[src/pkg/wdog_pkg.sv]
`default_nettype none
package wdog_pkg;
  // ****************************************
  // Time base
  // ****************************************
  localparam int unsigned CLK_HZ = 40_000_000;
  localparam int unsigned TICK_MS = 1;
  localparam int unsigned TICK_CYCLES = CLK_HZ / 1000 * TICK_MS;
  localparam int unsigned MS_W = 21;
  localparam int unsigned WD_PERIOD_MIN_MS = 1;
  localparam int unsigned WD_PERIOD_MAX_MS = 258048;
  localparam int unsigned START_BASE_MS = 100;
  localparam logic [3:0] START_SEL_MAX = 4'hF;
  localparam logic [4:0] DELAY_SEL_MAX = 5'h10;
  localparam int unsigned PULSE_MIN_MS = 1;
  localparam int unsigned PULSE_MAX_MS = 32256;

  // ****************************************
  // Register map
  // ****************************************
  localparam logic [7:0] OFS_CTRL = 8'h00;
  localparam logic [7:0] OFS_PERIOD = 8'h04;
  localparam logic [7:0] OFS_PULSE = 8'h08;
  localparam logic [7:0] OFS_RAIL = 8'h0C;
  localparam logic [7:0] OFS_GPI = 8'h10;
  localparam logic [7:0] OFS_KICK = 8'h14;
  localparam logic [7:0] OFS_STATUS = 8'h18;
  localparam logic [7:0] OFS_IRQ_STAT = 8'h1C;
  localparam logic [7:0] OFS_IRQ_MASK = 8'h20;
  localparam int unsigned CTRL_WD_EN = 0;
  localparam int unsigned CTRL_PULSE_MODE = 1;
  localparam int unsigned CTRL_TO_RESET = 2;
  localparam int unsigned CTRL_TRACK = 3;
  localparam int unsigned CTRL_START_LSB = 8;
  localparam int unsigned CTRL_DELAY_LSB = 16;
  localparam int unsigned IRQ_TIMEOUT = 0;
  localparam int unsigned IRQ_ASSERT = 1;
  localparam int unsigned IRQ_RELEASE = 2;
  localparam logic [31:0] CTRL_RST = 32'h0000_0000;
  localparam logic [17:0] PERIOD_RST = 18'h003E8;
  localparam logic [14:0] PULSE_RST = 15'h0064;
  localparam logic [23:0] RAIL_RST = 24'h00_0000;
  localparam logic [7:0] GPI_RST = 8'h00;
  localparam logic [2:0] MASK_RST = 3'h0;
  localparam logic [1:0] RESP_OKAY = 2'h0;
  localparam logic [1:0] RESP_DECERR = 2'h3;

  // ****************************************
  // States
  // ****************************************
  typedef enum logic [3:0] {
    WD_OFF = 4'h1,
    WD_WAIT = 4'h2,
    WD_RUN = 4'h4,
    WD_TO = 4'h8
  } wd_state_e;

  typedef enum logic [5:0] {
    RS_HOLD = 6'h01,
    RS_DELAY = 6'h02,
    RS_RUN = 6'h04,
    RS_ARM = 6'h08,
    RS_PULSE = 6'h10,
    RS_WDREL = 6'h20
  } rs_state_e;

  // ****************************************
  // Helpers
  // ****************************************
  function automatic logic [MS_W-1:0] start_wait_ms(input logic [3:0] sel);
    start_wait_ms = MS_W'(START_BASE_MS) << (sel - 4'h1);
  endfunction

  function automatic logic [MS_W-1:0] delay_ms(input logic [4:0] sel);
    if (sel == 5'h00)
    begin
      delay_ms = '0;
    end
    else
    begin
      delay_ms = MS_W'(1) << (sel - 5'h01);
    end
  endfunction

  function automatic logic [31:0] strb_merge(input logic [31:0] old, input logic [31:0] wd,
                                             input logic [3:0] strb);
    for (int i = 0; i < 4; i++)
    begin
      old[i*8 +: 8] = strb[i] ? wd[i*8 +: 8] : old[i*8 +: 8];
    end
    strb_merge = old;
  endfunction
endpackage
`default_nettype wire

[src/pkg/tick_if.sv]
`default_nettype none
interface tick_if;
  logic ms_tick;
  modport src (output ms_tick);
  modport dst (input ms_tick);
endinterface
`default_nettype wire

[src/hdl/tick_gen.sv]
`default_nettype none
module tick_gen
  import wdog_pkg::*;
#(
  parameter int unsigned DIV = TICK_CYCLES
)
(
  // Clock and reset
  input wire logic aclk,
  input wire logic aresetn,
  // Millisecond enable
  tick_if.src tk
);
  logic [31:0] cnt_r;
  logic [31:0] cnt_nxt;
  logic tick_r;
  logic tick_nxt;

  always_comb
  begin
    tick_nxt = 1'b0;
    cnt_nxt = cnt_r + 32'h0000_0001;
    if (cnt_r >= DIV - 1)
    begin
      cnt_nxt = '0;
      tick_nxt = 1'b1;
    end
  end

  always_ff @(posedge aclk)
  begin
    if (!aresetn)
    begin
      cnt_r <= '0;
      tick_r <= 1'b0;
    end
    else
    begin
      cnt_r <= cnt_nxt;
      tick_r <= tick_nxt;
    end
  end

  assign tk.ms_tick = tick_r;
endmodule
`default_nettype wire

[src/hdl/watchdog_and_system_reset.sv]
// Summary of operation
// - Each keepalive toggle from the processor restarts the supervision count from zero.
// - Without a toggle inside the period the block times out and pulses timeout_output.
// - A keepalive command written over the register bus counts the same as a pin toggle.
// - The supervision period is programmable from 0.001 s to 258.048 s.
// - After a timeout supervision restarts on a pin toggle or a keepalive command.
// - Supervision starts at once or after a wait of 100 ms doubling up to 1638.4 s.
// - The timeout goes either to the logic output or into the system reset.
// - Reset releases once selected rails are power good, selected inputs set, and delay over.
// - The release delay is 0 ms or 1 ms doubling per step up to 32.768 s.
// - In level mode reset asserts at once when a selected rail or input goes bad.
// - In pulse mode one reset pulse of 0.001 s to 32.256 s follows power good on.
// - A watchdog timeout toggles reset, released by fixed delay or input tracking.
// - Reset leaves power-up asserted.
// - Reconfiguring the reset function asserts reset before re-evaluating conditions.
`default_nettype none
module watchdog_and_system_reset
  import wdog_pkg::*;
#(
  parameter int unsigned TICK_DIV = TICK_CYCLES
)
(
  // Clock and reset
  input wire logic aclk,
  input wire logic aresetn,
  // AXI4-Lite slave
  input wire logic [7:0] awaddr,
  input wire logic awvalid,
  output logic awready,
  input wire logic [31:0] wdata,
  input wire logic [3:0] wstrb,
  input wire logic wvalid,
  output logic wready,
  output logic [1:0] bresp,
  output logic bvalid,
  input wire logic bready,
  input wire logic [7:0] araddr,
  input wire logic arvalid,
  output logic arready,
  output logic [31:0] rdata,
  output logic [1:0] rresp,
  output logic rvalid,
  input wire logic rready,
  // Supervised system
  input wire logic keepalive_input,
  input wire logic [7:0] general_input,
  input wire logic [23:0] rail_pg_on,
  input wire logic [23:0] rail_below_pg_off,
  output logic timeout_output,
  output logic logic_output,
  output logic system_reset_n,
  output logic system_reset_oe,
  output logic irq
);
  tick_if tk ();
  tick_gen #(.DIV(TICK_DIV)) u_tick (.aclk(aclk), .aresetn(aresetn), .tk(tk));

  // ****************************************
  // State
  // ****************************************
  logic awready_r, awready_nxt, wready_r, wready_nxt, bvalid_r, bvalid_nxt;
  logic arready_r, arready_nxt, rvalid_r, rvalid_nxt;
  logic aw_hold_r, aw_hold_nxt, w_hold_r, w_hold_nxt;
  logic [7:0] aw_addr_r, aw_addr_nxt;
  logic [31:0] w_data_r, w_data_nxt, rdata_r, rdata_nxt;
  logic [3:0] w_strb_r, w_strb_nxt;
  logic [1:0] bresp_r, bresp_nxt, rresp_r, rresp_nxt;
  logic [31:0] ctrl_r, ctrl_nxt;
  logic [17:0] period_r, period_nxt;
  logic [14:0] pulse_r, pulse_nxt;
  logic [23:0] rail_r, rail_nxt;
  logic [7:0] gpi_r, gpi_nxt;
  logic [2:0] irq_stat_r, irq_stat_nxt, irq_mask_r, irq_mask_nxt;
  logic irq_r, irq_nxt, kick_r, kick_nxt, reconf_r, reconf_nxt;
  logic ka_s1_r, ka_s2_r, ka_s3_r;
  wd_state_e wd_r, wd_nxt;
  logic [MS_W-1:0] wd_cnt_r, wd_cnt_nxt;
  logic wd_evt_r, wd_evt_nxt, to_out_r, to_out_nxt, lo_r, lo_nxt;
  rs_state_e rs_r, rs_nxt;
  logic [MS_W-1:0] rs_cnt_r, rs_cnt_nxt;
  logic rst_n_r, rst_n_nxt, rst_oe_r;
  logic ka_edge, kick, cond_ok, cond_bad;
  logic [MS_W-1:0] dly, pw, per;

  assign ka_edge = ka_s2_r ^ ka_s3_r;
  assign kick = ka_edge | kick_r;
  assign dly = delay_ms(ctrl_r[CTRL_DELAY_LSB +: 5]);
  assign pw = {6'h00, pulse_r};
  assign per = {3'h0, period_r};
  assign cond_ok = (&(rail_pg_on | ~rail_r)) && (&(general_input | ~gpi_r));
  assign cond_bad = (|(rail_below_pg_off & rail_r)) || (|(~general_input & gpi_r));

  // ****************************************
  // Register bus and register file
  // ****************************************
  always_comb
  begin
    logic [31:0] wv;
    logic [2:0] evt;
    wv = strb_merge(32'h0000_0000, w_data_r, w_strb_r);
    evt = {~rst_n_r & rst_n_nxt, rst_n_r & ~rst_n_nxt, wd_evt_r};
    awready_nxt = awready_r;
    wready_nxt = wready_r;
    bvalid_nxt = bvalid_r;
    bresp_nxt = bresp_r;
    arready_nxt = arready_r;
    rvalid_nxt = rvalid_r;
    rresp_nxt = rresp_r;
    rdata_nxt = rdata_r;
    aw_hold_nxt = aw_hold_r;
    w_hold_nxt = w_hold_r;
    aw_addr_nxt = aw_addr_r;
    w_data_nxt = w_data_r;
    w_strb_nxt = w_strb_r;
    ctrl_nxt = ctrl_r;
    period_nxt = period_r;
    pulse_nxt = pulse_r;
    rail_nxt = rail_r;
    gpi_nxt = gpi_r;
    irq_mask_nxt = irq_mask_r;
    kick_nxt = 1'b0;
    reconf_nxt = 1'b0;
    irq_stat_nxt = irq_stat_r;
    if (awvalid && awready_r)
    begin
      aw_hold_nxt = 1'b1;
      aw_addr_nxt = awaddr;
      awready_nxt = 1'b0;
    end
    if (wvalid && wready_r)
    begin
      w_hold_nxt = 1'b1;
      w_data_nxt = wdata;
      w_strb_nxt = wstrb;
      wready_nxt = 1'b0;
    end
    if (aw_hold_r && w_hold_r && !bvalid_r)
    begin
      aw_hold_nxt = 1'b0;
      w_hold_nxt = 1'b0;
      bvalid_nxt = 1'b1;
      bresp_nxt = RESP_OKAY;
      unique case (aw_addr_r)
        OFS_CTRL:
        begin
          ctrl_nxt = strb_merge(ctrl_r, w_data_r, w_strb_r);
          if (ctrl_nxt[CTRL_DELAY_LSB +: 5] > DELAY_SEL_MAX)
          begin
            ctrl_nxt[CTRL_DELAY_LSB +: 5] = DELAY_SEL_MAX;
          end
          reconf_nxt = 1'b1;
        end
        OFS_PERIOD:
        begin
          period_nxt = strb_merge({14'h0000, period_r}, w_data_r, w_strb_r) > WD_PERIOD_MAX_MS
                       ? 18'(WD_PERIOD_MAX_MS) : wv[17:0];
          if (period_nxt == 18'h00000)
          begin
            period_nxt = 18'(WD_PERIOD_MIN_MS);
          end
        end
        OFS_PULSE:
        begin
          pulse_nxt = wv > PULSE_MAX_MS ? 15'(PULSE_MAX_MS) : wv[14:0];
          if (pulse_nxt == 15'h0000)
          begin
            pulse_nxt = 15'(PULSE_MIN_MS);
          end
          reconf_nxt = 1'b1;
        end
        OFS_RAIL:
        begin
          rail_nxt = wv[23:0];
          reconf_nxt = 1'b1;
        end
        OFS_GPI:
        begin
          gpi_nxt = wv[7:0];
          reconf_nxt = 1'b1;
        end
        OFS_KICK: kick_nxt = wv[0];
        OFS_STATUS: bresp_nxt = RESP_OKAY;
        OFS_IRQ_STAT: irq_stat_nxt = irq_stat_r & ~wv[2:0];
        OFS_IRQ_MASK: irq_mask_nxt = wv[2:0];
        default: bresp_nxt = RESP_DECERR;
      endcase
    end
    // A new event outranks a clear in the same cycle
    irq_stat_nxt = irq_stat_nxt | evt;
    irq_nxt = |(irq_stat_nxt & irq_mask_nxt);
    if (bvalid_r && bready)
    begin
      bvalid_nxt = 1'b0;
      awready_nxt = 1'b1;
      wready_nxt = 1'b1;
    end
    if (arvalid && arready_r)
    begin
      arready_nxt = 1'b0;
      rvalid_nxt = 1'b1;
      rresp_nxt = RESP_OKAY;
      unique case (araddr)
        OFS_CTRL: rdata_nxt = ctrl_r;
        OFS_PERIOD: rdata_nxt = {14'h0000, period_r};
        OFS_PULSE: rdata_nxt = {17'h00000, pulse_r};
        OFS_RAIL: rdata_nxt = {8'h00, rail_r};
        OFS_GPI: rdata_nxt = {24'h00_0000, gpi_r};
        OFS_KICK: rdata_nxt = 32'h0000_0000;
        OFS_STATUS: rdata_nxt = {20'h00000, to_out_r, rst_n_r, rs_r, wd_r};
        OFS_IRQ_STAT: rdata_nxt = {29'h0000_0000, irq_stat_r};
        OFS_IRQ_MASK: rdata_nxt = {29'h0000_0000, irq_mask_r};
        default:
        begin
          rdata_nxt = 32'h0000_0000;
          rresp_nxt = RESP_DECERR;
        end
      endcase
    end
    else if (rvalid_r && rready)
    begin
      rvalid_nxt = 1'b0;
      arready_nxt = 1'b1;
    end
  end

  // ****************************************
  // Supervision timer
  // ****************************************
  always_comb
  begin
    wd_nxt = wd_r;
    wd_cnt_nxt = wd_cnt_r;
    wd_evt_nxt = 1'b0;
    // Pin pulse lasts until the next millisecond tick
    to_out_nxt = to_out_r & ~tk.ms_tick;
    if (!ctrl_r[CTRL_WD_EN])
    begin
      wd_nxt = WD_OFF;
      wd_cnt_nxt = '0;
    end
    else
    begin
      unique case (wd_r)
        WD_OFF:
        begin
          wd_cnt_nxt = '0;
          wd_nxt = ctrl_r[CTRL_START_LSB +: 4] == 4'h0 ? WD_RUN : WD_WAIT;
        end
        WD_WAIT:
        begin
          if (tk.ms_tick)
          begin
            wd_cnt_nxt = wd_cnt_r + 21'h000001;
            if (wd_cnt_nxt >= start_wait_ms(ctrl_r[CTRL_START_LSB +: 4]))
            begin
              wd_nxt = WD_RUN;
              wd_cnt_nxt = '0;
            end
          end
        end
        WD_RUN:
        begin
          if (kick)
          begin
            wd_cnt_nxt = '0;
          end
          else if (tk.ms_tick)
          begin
            wd_cnt_nxt = wd_cnt_r + 21'h000001;
            if (wd_cnt_nxt >= per)
            begin
              wd_nxt = WD_TO;
              wd_cnt_nxt = '0;
              wd_evt_nxt = 1'b1;
              to_out_nxt = 1'b1;
            end
          end
        end
        WD_TO:
        begin
          if (kick)
          begin
            wd_nxt = WD_RUN;
            wd_cnt_nxt = '0;
          end
        end
      endcase
    end
    lo_nxt = to_out_nxt & ~ctrl_r[CTRL_TO_RESET];
  end

  // ****************************************
  // System reset sequencer
  // ****************************************
  always_comb
  begin
    rs_nxt = rs_r;
    rs_cnt_nxt = rs_cnt_r;
    if (reconf_r)
    begin
      // Pulls reset low for at least a cycle even if release holds
      rs_nxt = RS_HOLD;
      rs_cnt_nxt = '0;
    end
    else
    begin
      unique case (rs_r)
        RS_HOLD:
        begin
          rs_cnt_nxt = '0;
          if (cond_ok)
          begin
            if (ctrl_r[CTRL_PULSE_MODE])
            begin
              rs_nxt = RS_PULSE;
            end
            else
            begin
              rs_nxt = dly == '0 ? RS_RUN : RS_DELAY;
            end
          end
        end
        RS_DELAY:
        begin
          if (cond_bad)
          begin
            rs_nxt = RS_HOLD;
          end
          else if (tk.ms_tick)
          begin
            rs_cnt_nxt = rs_cnt_r + 21'h000001;
            if (rs_cnt_nxt >= dly)
            begin
              rs_nxt = RS_RUN;
            end
          end
        end
        RS_RUN:
        begin
          rs_cnt_nxt = '0;
          if (wd_evt_r && ctrl_r[CTRL_TO_RESET])
          begin
            rs_nxt = RS_WDREL;
          end
          else if (cond_bad)
          begin
            rs_nxt = ctrl_r[CTRL_PULSE_MODE] ? RS_ARM : RS_HOLD;
          end
        end
        RS_ARM:
        begin
          rs_cnt_nxt = '0;
          if (cond_ok)
          begin
            rs_nxt = RS_PULSE;
          end
        end
        RS_PULSE:
        begin
          if (tk.ms_tick)
          begin
            rs_cnt_nxt = rs_cnt_r + 21'h000001;
            if (rs_cnt_nxt >= pw)
            begin
              rs_nxt = RS_RUN;
              rs_cnt_nxt = '0;
            end
          end
        end
        RS_WDREL:
        begin
          if (tk.ms_tick)
          begin
            rs_cnt_nxt = rs_cnt_r + 21'h000001;
            if (rs_cnt_nxt >= pw)
            begin
              rs_cnt_nxt = '0;
              // Tracking waits for the inputs again; fixed release only times the delay
              if (ctrl_r[CTRL_TRACK])
              begin
                rs_nxt = RS_HOLD;
              end
              else
              begin
                rs_nxt = dly == '0 ? RS_RUN : RS_DELAY;
              end
            end
          end
        end
      endcase
    end
    rst_n_nxt = (rs_nxt == RS_RUN) || (rs_nxt == RS_ARM);
  end

  // ****************************************
  // Registers
  // ****************************************
  always_ff @(posedge aclk)
  begin
    if (!aresetn)
    begin
      awready_r <= 1'b1;
      wready_r <= 1'b1;
      bvalid_r <= 1'b0;
      bresp_r <= RESP_OKAY;
      arready_r <= 1'b1;
      rvalid_r <= 1'b0;
      rresp_r <= RESP_OKAY;
      rdata_r <= 32'h0000_0000;
      aw_hold_r <= 1'b0;
      w_hold_r <= 1'b0;
      aw_addr_r <= 8'h00;
      w_data_r <= 32'h0000_0000;
      w_strb_r <= 4'h0;
      ctrl_r <= CTRL_RST;
      period_r <= PERIOD_RST;
      pulse_r <= PULSE_RST;
      rail_r <= RAIL_RST;
      gpi_r <= GPI_RST;
      irq_stat_r <= 3'h0;
      irq_mask_r <= MASK_RST;
      irq_r <= 1'b0;
      kick_r <= 1'b0;
      reconf_r <= 1'b0;
      ka_s1_r <= 1'b0;
      ka_s2_r <= 1'b0;
      ka_s3_r <= 1'b0;
      wd_r <= WD_OFF;
      wd_cnt_r <= '0;
      wd_evt_r <= 1'b0;
      to_out_r <= 1'b0;
      lo_r <= 1'b0;
      rs_r <= RS_HOLD;
      rs_cnt_r <= '0;
      rst_n_r <= 1'b0;
      rst_oe_r <= 1'b1;
    end
    else
    begin
      awready_r <= awready_nxt;
      wready_r <= wready_nxt;
      bvalid_r <= bvalid_nxt;
      bresp_r <= bresp_nxt;
      arready_r <= arready_nxt;
      rvalid_r <= rvalid_nxt;
      rresp_r <= rresp_nxt;
      rdata_r <= rdata_nxt;
      aw_hold_r <= aw_hold_nxt;
      w_hold_r <= w_hold_nxt;
      aw_addr_r <= aw_addr_nxt;
      w_data_r <= w_data_nxt;
      w_strb_r <= w_strb_nxt;
      ctrl_r <= ctrl_nxt;
      period_r <= period_nxt;
      pulse_r <= pulse_nxt;
      rail_r <= rail_nxt;
      gpi_r <= gpi_nxt;
      irq_stat_r <= irq_stat_nxt;
      irq_mask_r <= irq_mask_nxt;
      irq_r <= irq_nxt;
      kick_r <= kick_nxt;
      reconf_r <= reconf_nxt;
      ka_s1_r <= keepalive_input;
      ka_s2_r <= ka_s1_r;
      ka_s3_r <= ka_s2_r;
      wd_r <= wd_nxt;
      wd_cnt_r <= wd_cnt_nxt;
      wd_evt_r <= wd_evt_nxt;
      to_out_r <= to_out_nxt;
      lo_r <= lo_nxt;
      rs_r <= rs_nxt;
      rs_cnt_r <= rs_cnt_nxt;
      rst_n_r <= rst_n_nxt;
      rst_oe_r <= 1'b1;
    end
  end

  assign awready = awready_r;
  assign wready = wready_r;
  assign bvalid = bvalid_r;
  assign bresp = bresp_r;
  assign arready = arready_r;
  assign rvalid = rvalid_r;
  assign rresp = rresp_r;
  assign rdata = rdata_r;
  assign timeout_output = to_out_r;
  assign logic_output = lo_r;
  assign system_reset_n = rst_n_r;
  assign system_reset_oe = rst_oe_r;
  assign irq = irq_r;
endmodule
`default_nettype wire

[config.mk]
export PLATFORM = sky130hd
export DESIGN_NAME = watchdog_and_system_reset
export DESIGN_NICKNAME = d
export VERILOG_FILES = /design/src/pkg/wdog_pkg.sv /design/src/pkg/tick_if.sv /design/src/hdl/tick_gen.sv /design/src/hdl/watchdog_and_system_reset.sv
export SDC_FILE = /design/constraint.sdc
export NUM_CORES = 1
export LEC_CHECK = 0
export ABC_AREA = 0
export BUFFER_PORTS_ARGS = -buffer_cell sky130_fd_sc_hd__buf_4
export CAP_MARGIN = 20
export CORE_MARGIN = 4
export CORE_UTILIZATION = 45
export CTS_CLUSTER_SIZE = 14
export DETAILED_ROUTE_END_ITERATION = 7
export GPL_TIMING_DRIVEN = 0
export PLACE_DENSITY = 0.73
export SLEW_MARGIN = 20
export SYNTH_ARGS = -nofsm -noshare
export SYNTH_HDL_FRONTEND = slang
export SYNTH_HIERARCHICAL = 1
export SYNTH_SLANG_ARGS = --single-unit
export TNS_END_PERCENT = 30
[constraint.sdc]
create_clock -name aclk -period 4.1 [get_ports aclk]
set_input_delay 0.205 -clock aclk [delete_from_list [all_inputs] [get_ports aclk]]
set_output_delay 0.205 -clock aclk [all_outputs]
set_load 0.005 [all_outputs]
## After elaboration in Yosys (flattened, before gate mapping)

Index checks and enable logic that the tools add are counted.

| storage, ports and cells | value |
|---|---|
| RAM bits | 0 |
| output and inout bits | 46 |
| memories | 0 |
| flip-flop bits (word level) | 285 |
| logic and storage cells | 237 |
| latch bits | 0 |
| bits in read-only memories | 0 |
| bits of input ports | 116 |

| operators by class | value |
|---|---|
| equal/unequal tests | 38 |
| reduce and logical (&&, ||, !) cells | 50 |
| shift operators | 2 |
| divide/modulo/power cells | 0 |
| bitwise gates (word level) | 24 |
| $mul | 0 |
| order comparisons | 8 |
| $add $sub $neg | 5 |
| mux-type cells | 70 |

Operators by type and width:

| kind | count |
|---|---|
| 32-bit case mux with 8 select lines | 1 |
| 21-bit two-way mux | 11 |
| 21-bit case mux with 4 select lines | 1 |
| 6-bit two-way mux | 12 |
| 8-bit by 5-bit equality test with 1-bit output (second input constant) | 8 |
| 21-bit case mux with 3 select lines | 1 |
| 8-bit two-way mux | 7 |
| 21-bit by 1-bit adder with 21-bit output (second input constant) | 2 |
| 21-bit >= comparator | 2 |
| 18-bit two-way mux | 2 |
| 6-bit case mux with 6 select lines | 1 |
| 32-bit by 1-bit adder with 32-bit output (second input constant) | 1 |
| 8-bit by 4-bit equality test with 1-bit output (second input constant) | 4 |
| 32-bit by 16-bit >= comparator with 1-bit output (second input constant) | 1 |
| 32-bit by 15-bit greater-than comparator with 1-bit output (second input constant) | 1 |
| 32-bit by 18-bit greater-than comparator with 1-bit output (second input constant) | 1 |
| 15-bit two-way mux | 2 |
| 4-bit two-way mux | 7 |
| 24-bit AND | 1 |
| 24-bit NOT | 1 |
| 24-bit bitwise OR | 1 |
| 24-bit AND reduction | 1 |
| 24-bit OR reduction | 1 |
| 21-bit by 15-bit >= comparator with 1-bit output | 1 |
| 56 further kinds | 126 |

## Logic depth before layout (Yosys ltp)

Gate-level depths: netlist (run 1).

| depth | value |
|---|---|
| word-level depth | 17 |
| mapped depth | 18 |
| depth with buffers taken out | 17 |

## Hierarchy

Netlist (run 1), hierarchy kept.

Modules (own cells, without submodules):

| module | cells an instance | area an instance (µm²) | times used | sequential area each (µm²) |
|---|---|---|---|---|
| watchdog_and_system_reset | 1822 | 14086.0 | 1 | 5004.8 |
| tick_gen | 110 | 1108.6 | 1 | 660.6 |

## Worst setup path after synthesis (run 1)

No wires, ideal clock.

| path | value |
|---|---|
| path type | register to register |
| start point | reg rs_cnt_r[0] |
| end point | reg irq_stat_r[1] |
| path buffers | 0 |
| arrival | 3.786 ns |
| data required time | 4.014 ns |
| path slack | 0.228 ns |
| period minus slack after synthesis | 3.872 ns |
| setup time | 0.086 ns |
| cell stages (with the launch flop) | 16 |
| path through | dfxtp_1 -> ha_1 -> nand2_1 -> nor4_1 -> nand2_1 -> xnor2_1 -> ha_1 -> a211oi_1 -> o211ai_1 -> o221a_2 -> a211o_1 -> o31a_1 -> a2111oi_0 -> nor4_1 -> o211a_1 -> a211oi_1 |

| on the way | value |
|---|---|
| longest elaborated chain between the ends | 12 |
| elaborated cells on any way between the ends | 18 |
| classes of those cells | add/sub (1); order compare (2); eq/ne (2); mux (9); bitwise (3); reduce/logical (1) |

Ends and longest elaborated chain:

| element | line | RTL |
|---|---|---|
| start, declared | watchdog_and_system_reset.sv:80 | `logic [MS_W-1:0] rs_cnt_r, rs_cnt_nxt;` |
| start signal, assigned | watchdog_and_system_reset.sv:472 | `rs_cnt_r <= rs_cnt_nxt;` |
| 21-bit by 1-bit adder with 21-bit output * | watchdog_and_system_reset.sv:331, watchdog_and_system_reset.sv:362, watchdog_and_system_reset.sv:374 |  |
| 21-bit >= comparator | watchdog_and_system_reset.sv:332 | `if (rs_cnt_nxt >= dly)` |
| 6-bit two-way mux | watchdog_and_system_reset.sv:332 |  |
| 6-bit two-way mux | watchdog_and_system_reset.sv:329 | `else if (tk.ms_tick)` |
| 6-bit two-way mux | watchdog_and_system_reset.sv:325 | `if (cond_bad)` |
| 6-bit case mux with 6 select lines * | watchdog_and_system_reset.sv:307 | `unique case (rs_r)` |
| 6-bit two-way mux * | watchdog_and_system_reset.sv:299 | `if (reconf_r)` |
| 6-bit by 3-bit equality test with 1-bit output or 6-bit by 4-bit equality test with 1-bit output (tied branches) | watchdog_and_system_reset.sv:392 | `rst_n_nxt = (rs_nxt == RS_RUN) \|\| (rs_nxt == RS_ARM);` |
| 1-bit logical OR * | watchdog_and_system_reset.sv:392 |  |
| 1-bit NOT * | watchdog_and_system_reset.sv:101 | `evt = {~rst_n_r & rst_n_nxt, rst_n_r & ~rst_n_nxt, wd_evt_r};` |
| 1-bit AND * | watchdog_and_system_reset.sv:101 |  |
| 3-bit bitwise OR * | watchdog_and_system_reset.sv:189 | `irq_stat_nxt = irq_stat_nxt \| evt;` |
| end signal, assigned | watchdog_and_system_reset.sv:458 | `irq_stat_r <= irq_stat_nxt;` |
| end, declared | watchdog_and_system_reset.sv:73 | `logic [2:0] irq_stat_r, irq_stat_nxt, irq_mask_r, irq_mask_nxt;` |

Every way passes the cells marked *; elsewhere a longest branch is shown, timed or not.
A chain may end at the register's enable or synchronous reset.

## Worst setup path after layout (run 1)

| path | value |
|---|---|
| start point | reg rs_cnt_r[0] |
| end point | reg irq_r, in the netlist irq |

| on the way | value |
|---|---|
| longest elaborated chain between the ends | 14 |
| elaborated cells on any way between the ends | 21 |
| classes of those cells | add/sub (1); order compare (2); eq/ne (2); mux (9); bitwise (5); reduce/logical (2) |

Ends and longest elaborated chain:

| element | line | RTL |
|---|---|---|
| 21-bit by 1-bit adder with 21-bit output * | watchdog_and_system_reset.sv:331, watchdog_and_system_reset.sv:362, watchdog_and_system_reset.sv:374 |  |
| 21-bit >= comparator | watchdog_and_system_reset.sv:332 |  |
| 6-bit two-way mux | watchdog_and_system_reset.sv:332 |  |
| 6-bit two-way mux | watchdog_and_system_reset.sv:329 |  |
| 6-bit two-way mux | watchdog_and_system_reset.sv:325 |  |
| 6-bit case mux with 6 select lines * | watchdog_and_system_reset.sv:307 |  |
| 6-bit two-way mux * | watchdog_and_system_reset.sv:299 |  |
| 6-bit by 3-bit equality test with 1-bit output or 6-bit by 4-bit equality test with 1-bit output (tied branches) | watchdog_and_system_reset.sv:392 |  |
| 1-bit logical OR * | watchdog_and_system_reset.sv:392 |  |
| 1-bit NOT | watchdog_and_system_reset.sv:101 |  |
| 1-bit AND | watchdog_and_system_reset.sv:101 |  |
| 3-bit bitwise OR * | watchdog_and_system_reset.sv:189 |  |
| 3-bit AND * | watchdog_and_system_reset.sv:190 | `irq_nxt = \|(irq_stat_nxt & irq_mask_nxt);` |
| 3-bit OR reduction * | watchdog_and_system_reset.sv:190 |  |
| end signal, assigned | watchdog_and_system_reset.sv:460 | `irq_r <= irq_nxt;` |
| end, declared | watchdog_and_system_reset.sv:74 | `logic irq_r, irq_nxt, kick_r, kick_nxt, reconf_r, reconf_nxt;` |

Marks and branches as above.

==> flow_metrics.env, run 1 <==
export IMPL_seqPwrFrac_pct=44.5
export IMPL_cts_buffer_depth=3
export IMPL_viasPerCell=6.03
export IMPL_numCtsBuffers=31
export IMPL_detail_route_antenna_nets=0
export IMPL_rrSetupSlack_ns=0.09
export IMPL_grt_max_degree=16
export IMPL_io_pins=162
export IMPL_syn_mean_instance_area_um2=7.86
export IMPL_powerDensity_nw_per_um2=336
export IMPL_yosys_area_top_type_share_pct=37.3
export IMPL_fin_util_pct=57.2
export IMPL_dp_hpwl_mm=43.7
export IMPL_ys_seq_elements=283
export IMPL_synth_simple_area_share_pct=24.8
export IMPL_postPlaceCellArea_um2=17000
export IMPL_wl_mm=57.3
export IMPL_fp_dieH_um=192
export IMPL_ir_worst_vdd_mv=0.349
export IMPL_rows=67
export IMPL_post_drt_wl_per_cell_um=21.4
export IMPL_antenna_found_initial=1
export IMPL_final_setup_viol_count=0
export IMPL_antennaDiodeCount=0
export IMPL_rr_endpoint="irq$_SDFF_PN0_"
export IMPL_final_net_count=2400
export IMPL_startpoint="rs_cnt_r[0]$_SDFFE_PP0P_"
export IMPL_htreeDepth=1
export IMPL_synth_xor_area_share_pct=3.63
export IMPL_ys_dominant_reg_cell="dfxtp_1"
export IMPL_grt_usage_pct=29.6
export IMPL_cp_required_ns=4.57
export IMPL_r2r_worst_path_cells=15
export IMPL_p_clk_share_pct=47.4
export IMPL_endpoint="irq$_SDFF_PN0_"
export IMPL_r2r_start="rs_cnt_r[0]$_SDFFE_PP0P_"
export IMPL_muxShareOfSynthArea_pct=1.06
export IMPL_synth_top_family_by_area="simple AND/OR/NAND/NOR gates"
export IMPL_grt_pass1_wl_mm=85.1
export IMPL_critical_path_startpoint_type="flip-flop"
export IMPL_synth_warnings=6
export IMPL_status="finished clean"
export IMPL_intPower_mw=4.86
export IMPL_synth_area_leader_cell="dfxtp_1"
export IMPL_switching_share_pct=24.3
export IMPL_synthCells=1932
export IMPL_cpPeakStageDelay_ns=0.40
export IMPL_maxCapViolations=0
export IMPL_period_needed_ns=4.01
export IMPL_drv_slew=0
export IMPL_path_class="flip-flop to flip-flop"
export IMPL_stdcell_area_um2=19100
export IMPL_vias=16113
export IMPL_synth_edf_count=0
export IMPL_ys_seq_area_share_pct=37.3
export IMPL_arrival_ns=4.48
export IMPL_syn_area_um2=15200
export IMPL_io_buffers=158
export IMPL_comb_power_share_pct=8.1
export IMPL_hold_class="input port to flip-flop"
export IMPL_die_area_um2=36800
export IMPL_cts_root_buf="clkbuf_16"
export IMPL_clkSlewWorstSetupHoldPaths_ns=0.07
export IMPL_cp_end_kind="flip-flop"
export IMPL_crit_slowest_cell="dfxtp_4"
export IMPL_worst_pin_slew_ns=1.01
export IMPL_layout_drive_gt1_share_pct=14.6
export IMPL_p_leak_nw=7.34
export IMPL_yosys_top_cells_area="dfxtp_1 (37%), ha_1 (6.7%), a21oi_1 (6.5%), nand2_1 (6.2%), nor2_1 (4.7%)"
export IMPL_synthAdderAreaFrac_pct=6.67
export IMPL_drc=0
export IMPL_final_cell_mix="dfxtp_1 (271), nand2_1 (251), a21oi_1 (194)"
export IMPL_finClkSkew_ns=0.0122
export IMPL_dr_pass1_iters=8
export IMPL_maxSlewHeadroom_pct=31.8
export IMPL_drtIter0Drc=1927
export IMPL_cts_tree="built"
export IMPL_final_hold_violation_count=0
export IMPL_gr_total_overflow=0
export IMPL_clk_latency_ns=0.58
export IMPL_area_delta_synth_final_pct=25.8
export IMPL_grt_pass1_vias=14654
export IMPL_fmax_mhz=250
export IMPL_clock_sinks=283
export IMPL_cp_max_fo=8
export IMPL_final_common_cell="dfxtp_1"
export IMPL_rsz0062_at_grt="true"
export IMPL_power_switching_mw=1.56
export IMPL_core_area_um2=33400
export IMPL_die_w_um=192
export IMPL_gp_congestion=1.01
export IMPL_fin_crit_sh_pct=97.7
export IMPL_synth_compound_area_share_pct=21.4
export IMPL_start_util_pct=45.4
export IMPL_ys_async_sr_fraction_pct=0
export IMPL_synth_cell_type_count=75
export IMPL_path_cells="ha_4 > nand2_1 > nor4_4 > nand2_1 > xnor2_2 > ha_1 > a211oi_1 > o211ai_1 > o221a_2 > a211o_1 > o31a_1 > a2111oi_4 > nor4_2 > o21a_1 > o211ai_1"
## area by class of cell
| class | instances | area, µm² |
|---|---|---|
| Timing Repair Buffer | 231 | 1860 |
| Multi-Input combinational cell | 1469 | 9160 |
| Sequential cell | 283 | 5690 |
| Fill cell | 3059 | 14300 |
| Inverter | 73 | 274 |
| Clock inverter | 13 | 201 |
| Clock buffer | 43 | 901 |
| Tap cell | 448 | 561 |
| Buffer | 114 | 474 |
## kinds of logic (layout without fill, tap and decap cells)
family / after synthesis / after routing
flops: 283 / 283
simple gates: 799 / 799
xor+xnor: 63 / 63
other cells: 2 / 17
compound gates: 493 / 493
buf+inv: 195 / 474
fa+ha+maj: 81 / 81
mux: 16 / 16
## worst max-delay path: cells and delay by family, from the launching register on
| family | cells | cell delay [ns] |
|---|---|---|
| flip-flops | 1 | 0.40 |
| adder cells (fa/ha/maj) | 2 | 0.53 |
| AND/OR/NAND/NOR | 4 | 0.81 |
| XOR/XNOR | 1 | 0.17 |
| AO/OA/AOI/OAI | 8 | 1.98 |
## per-stage QoR
stage | TNS [ns] | setup WS, ns | hold WS (ns) | instances | total power [mW]
4_1_cts | 0 | 0.000798 | 0.0297 | 2673 | 6.41
5_1_grt | -0.0724 | -0.0347 | 0.0638 | 2674 | 6.58
3_5_place_dp | -22.30 | -0.723 | 0.417 | 2556 | 3.37
2_1_floorplan | 0 | 0.228 | 0.305 | 1947 | 3.14
3_3_place_gp | -21.17 | -0.592 | 0.408 | 2553 | 3.36
6_report | 0 | 0.0934 | 0.0441 | 2674 | 6.42
## flip-flops by register name (all words and copies together), names as in the netlist, 3 cells and up
signal / flops
pulse_r: 15
irq_mask_r: 3
rdata: 32
irq_stat_r: 3
rs_cnt_r: 21
rail_r: 24
u_tick/cnt_r: 32
wd_cnt_r: 21
w_data_r: 32
ctrl_r: 32
w_strb_r: 4
gpi_r: 8
wd_r: 4
aw_addr_r: 8
rs_r: 6
period_r: 18
## per-layer routing
| metal | track usage, % | routed length [µm] | vias up |
|---|---|---|---|
| met5 | 0.824 | 56 | - |
| met4 | 8.51 | 1850 | 4 |
| met3 | 6.69 | 6430 | 130 |
| met2 | 45.9 | 24900 | 897 |
| met1 | 41.3 | 24100 | 7609 |
| li1 | - | - | 7473 |
## worst min-delay path by stage
| stage | startpoint | to | slack (ns) | depth (start not counted) |
|---|---|---|---|---|
| floorplan | wvalid | wready$_SDFFE_PP1P_ | 0.31 | 1 |
| global placement | wvalid | wready$_SDFFE_PP1P_ | 0.41 | 2 |
| detailed placement | keepalive_input | ka_s1_r$_SDFF_PN0_ | 0.42 | 2 |
| CTS | awvalid | aw_addr_r[7]$_SDFFE_PN0P_ | 0.03 | 3 |
| global route | arvalid | rresp[0]$_SDFFE_PN0P_ | 0.06 | 3 |
| finish | awvalid | awready$_SDFFE_PP1P_ | 0.04 | 2 |
## what timing repair did
action	4_1_cts	5_1_grt
pin swaps	8	13
endpoints found under the setup margin	53	48
setup buffers	13	5
gates cloned	0	0
hold buffers	52	0
hold endpoints to repair	52	0
resized for setup	39	41
## cells in the mapped netlist, drive strengths merged, types with 7 or more instances
cell,count
nand4,24
o221ai,8
a22oi,54
and2,19
a222oi,23
a32o,9
inv,73
o2111ai,15
a211oi,13
nand2b,49
xnor2,40
a31oi,12
or2,7
buf,14
ha,81
nor2,190
a32oi,7
dfxtp,283
nor4,35
clkbuf,108
and3,18
o21ai,61
nand2,251
o211ai,13
a21o,14
o221a,8
nand3,110
o21a,10
xor2,23
a21oi,196
nor3,44
or3,14
nor2b,15
mux2i,15
## power groups by stage
stage | clock network (mW) | registers [mW] | logic [mW]
2_1_floorplan | 0 | 2.89 | 0.242
3_3_place_gp | 0 | 2.91 | 0.444
3_5_place_dp | 0 | 2.91 | 0.453
4_1_cts | 3.05 | 2.86 | 0.503
5_1_grt | 3.16 | 2.86 | 0.560
6_report | 3.05 | 2.86 | 0.521
Power figures use the tool's default switching activity.
==> run 2: changes to the inputs <==
--- a/config.mk
+++ b/config.mk
@@ -6,7 +6,7 @@
 export NUM_CORES = 1
 export LEC_CHECK = 0
 export ABC_AREA = 0
-export BUFFER_PORTS_ARGS = -buffer_cell sky130_fd_sc_hd__buf_4
+export BUFFER_PORTS_ARGS = -buffer_cell sky130_fd_sc_hd__clkbuf_2
 export CAP_MARGIN = 20
 export CORE_MARGIN = 4
 export CORE_UTILIZATION = 45
==> run 2 against run 1 <==
Worst hold slack better by 0.0074 ns; highest routed layer is now met4; largest power group is now registers; combinational power is 5.6% lower; largest cell class unchanged; cell area is 2.3% lower; non-clock buffer count is 7 higher.
==> flow_metrics.env, run 2 (synthesized netlist as in run 1, its figures left out) <==
export IMPL_core_area_um2=33400
export IMPL_rows=67
export IMPL_gr_total_overflow=0
export IMPL_fmax_mhz=247
export IMPL_p_leak_nw=7.23
export IMPL_period_needed_ns=4.05
export IMPL_status="finished clean"
export IMPL_fin_util_pct=55.8
export IMPL_layout_drive_gt1_share_pct=15.0
export IMPL_powerDensity_nw_per_um2=329
export IMPL_grt_pass1_wl_mm=85.3
export IMPL_final_hold_violation_count=0
export IMPL_path_cells="ha_4 > and3_4 > nand2_1 > nor2_2 > and3_4 > nand3_1 > xnor2_2 > ha_1 > a21o_1 > a21o_1 > a21oi_1 > o221ai_1 > a2111o_1 > buf_4 > and4_1 > a31o_2 > nor2b_1"
export IMPL_postPlaceCellArea_um2=16600
export IMPL_die_w_um=192
export IMPL_numCtsBuffers=30
export IMPL_stdcell_area_um2=18700
export IMPL_worst_pin_slew_ns=1.13
export IMPL_fp_dieH_um=192
export IMPL_antennaDiodeCount=0
export IMPL_detail_route_antenna_nets=0
export IMPL_io_pins=162
export IMPL_drc=0
export IMPL_dr_pass1_iters=7
export IMPL_maxCapViolations=0
export IMPL_post_drt_wl_per_cell_um=21.2
export IMPL_cp_end_kind="flip-flop"
export IMPL_clkSlewWorstSetupHoldPaths_ns=0.06
export IMPL_cp_required_ns=4.54
export IMPL_io_buffers=158
export IMPL_cts_root_buf="clkbuf_16"
export IMPL_antenna_found_initial=0
export IMPL_drv_slew=0
export IMPL_fin_crit_sh_pct=98.8
export IMPL_cpPeakStageDelay_ns=0.48
export IMPL_viasPerCell=6.00
export IMPL_maxSlewHeadroom_pct=24.0
export IMPL_fillers=3073
export IMPL_cts_buffer_depth=3
export IMPL_area_delta_synth_final_pct=22.9
export IMPL_layout_area_seq_um2=5690
export IMPL_drtIter0Drc=2142
export IMPL_dp_hpwl_mm=43.5
export IMPL_grt_max_degree=16
export IMPL_clk_latency_ns=0.59
export IMPL_wl_mm=56.8
export IMPL_cts_tree="built"
export IMPL_htreeDepth=1
export IMPL_clock_sinks=283
export IMPL_vias=16068
export IMPL_multiInputGateArea_um2=9150
export IMPL_path_class="flip-flop to flip-flop"
export IMPL_finClkSkew_ns=0.0435
export IMPL_grt_usage_pct=29.6
export IMPL_gp_congestion=1.04
export IMPL_crit_slowest_cell="a2111o_1"
export IMPL_final_setup_viol_count=0
export IMPL_ir_worst_vdd_mv=0.315
export IMPL_arrival_ns=4.49
export IMPL_fin_total_pwr_mw=6.15
export IMPL_final_net_count=2406
export IMPL_critical_path_startpoint_type="flip-flop"
export IMPL_die_area_um2=36800
export IMPL_hold_class="input port to flip-flop"
export IMPL_start_util_pct=45.4
export IMPL_final_common_cell="dfxtp_1"
export IMPL_grt_pass1_vias=14918
export IMPL_hold_ws_ns=0.0515
export IMPL_final_cell_mix="dfxtp_1 (269), nand2_1 (250), a21oi_1 (193)"
export IMPL_cp_max_fo=6
run 2: changes by cell type in the layout (fill, tap and decap cells not counted), sizes merged:
cell / before / now
clkinv: 6 / 9
bufinv: 5 / 3
clkinvlp: 0 / 3
buf: 193 / 43
clkbuf: 143 / 297
dlygate4sd3: 52 / 51
inv: 75 / 73
run 2: what timing repair did:
action,4_1_cts,5_1_grt
endpoints found under the setup margin,52,47
hold endpoints to repair,51,0
pin swaps,9,16
resized for setup,37,51
hold buffers,51,0
buffers inserted,13,14
run 2: critical path: cells and delay by family (launching register included):
kind,cells,cell delay (ns)
AO/OA/AOI/OAI,6,1.37
XOR/XNOR,1,0.31
adder cells (fa/ha/maj),2,0.50
buffers and inverters,1,0.17
flip-flops,1,0.39
AND/OR/NAND/NOR,7,1.17
run 2: final timing paths:
| kind | from | endpoint | slack, ns | depth (start not counted) |
|---|---|---|---|---|
| min reg2reg | ka_s1_r$_SDFF_PN0_ | ka_s2_r$_SDFF_PN0_ | 0.44 | 1 |
| max reg2reg | wd_cnt_r[0]$_SDFFE_PN0P_ | logic_output$_SDFF_PN0_ | 0.05 | 17 |
| min | awvalid | aw_addr_r[7]$_SDFFE_PN0P_ | 0.05 | 3 |
| max | wd_cnt_r[0]$_SDFFE_PN0P_ | logic_output$_SDFF_PN0_ | 0.05 | 17 |
run 2: layout make-up:
class                           count  area share, %
Multi-Input combinational cell   1469           49.0
Sequential cell                   283           30.5
Timing Repair Buffer              238           8.12
Clock buffer                       39           4.47
Tap cell                          448           3.00
Buffer                            114           2.54
Inverter                           73           1.47
Clock inverter                     15          0.925
run 2: power by group:
group          total, mW  switching (mW)  internal [mW]
clock network       2.80            1.18           1.62
registers           2.86          0.0579           2.80
logic              0.492           0.300          0.192
run 2: stage by stage:
step	std cells	worst slack, ns	TNS (ns)
after floorplan	1947	0.228	0
after global placement	2553	-0.676	-22.52
after detailed placement	2555	-0.710	-24.83
after CTS	2669	0.0263	0
after global routing	2679	-0.0481	-0.276
final	2679	0.0501	0
run 2: per-layer routing:
| metal | routed length [µm] | vias up | GRT usage, % | part of all wire, % |
|---|---|---|---|---|
| met5 | 0 | - | 0 | 0 |
| met4 | 1840 | 0 | 8.84 | 3.2 |
| met3 | 6890 | 115 | 6.42 | 12 |
| met2 | 24600 | 922 | 45.9 | 43 |
| met1 | 23500 | 7538 | 41.4 | 41 |
| li1 | - | 7493 | - | - |
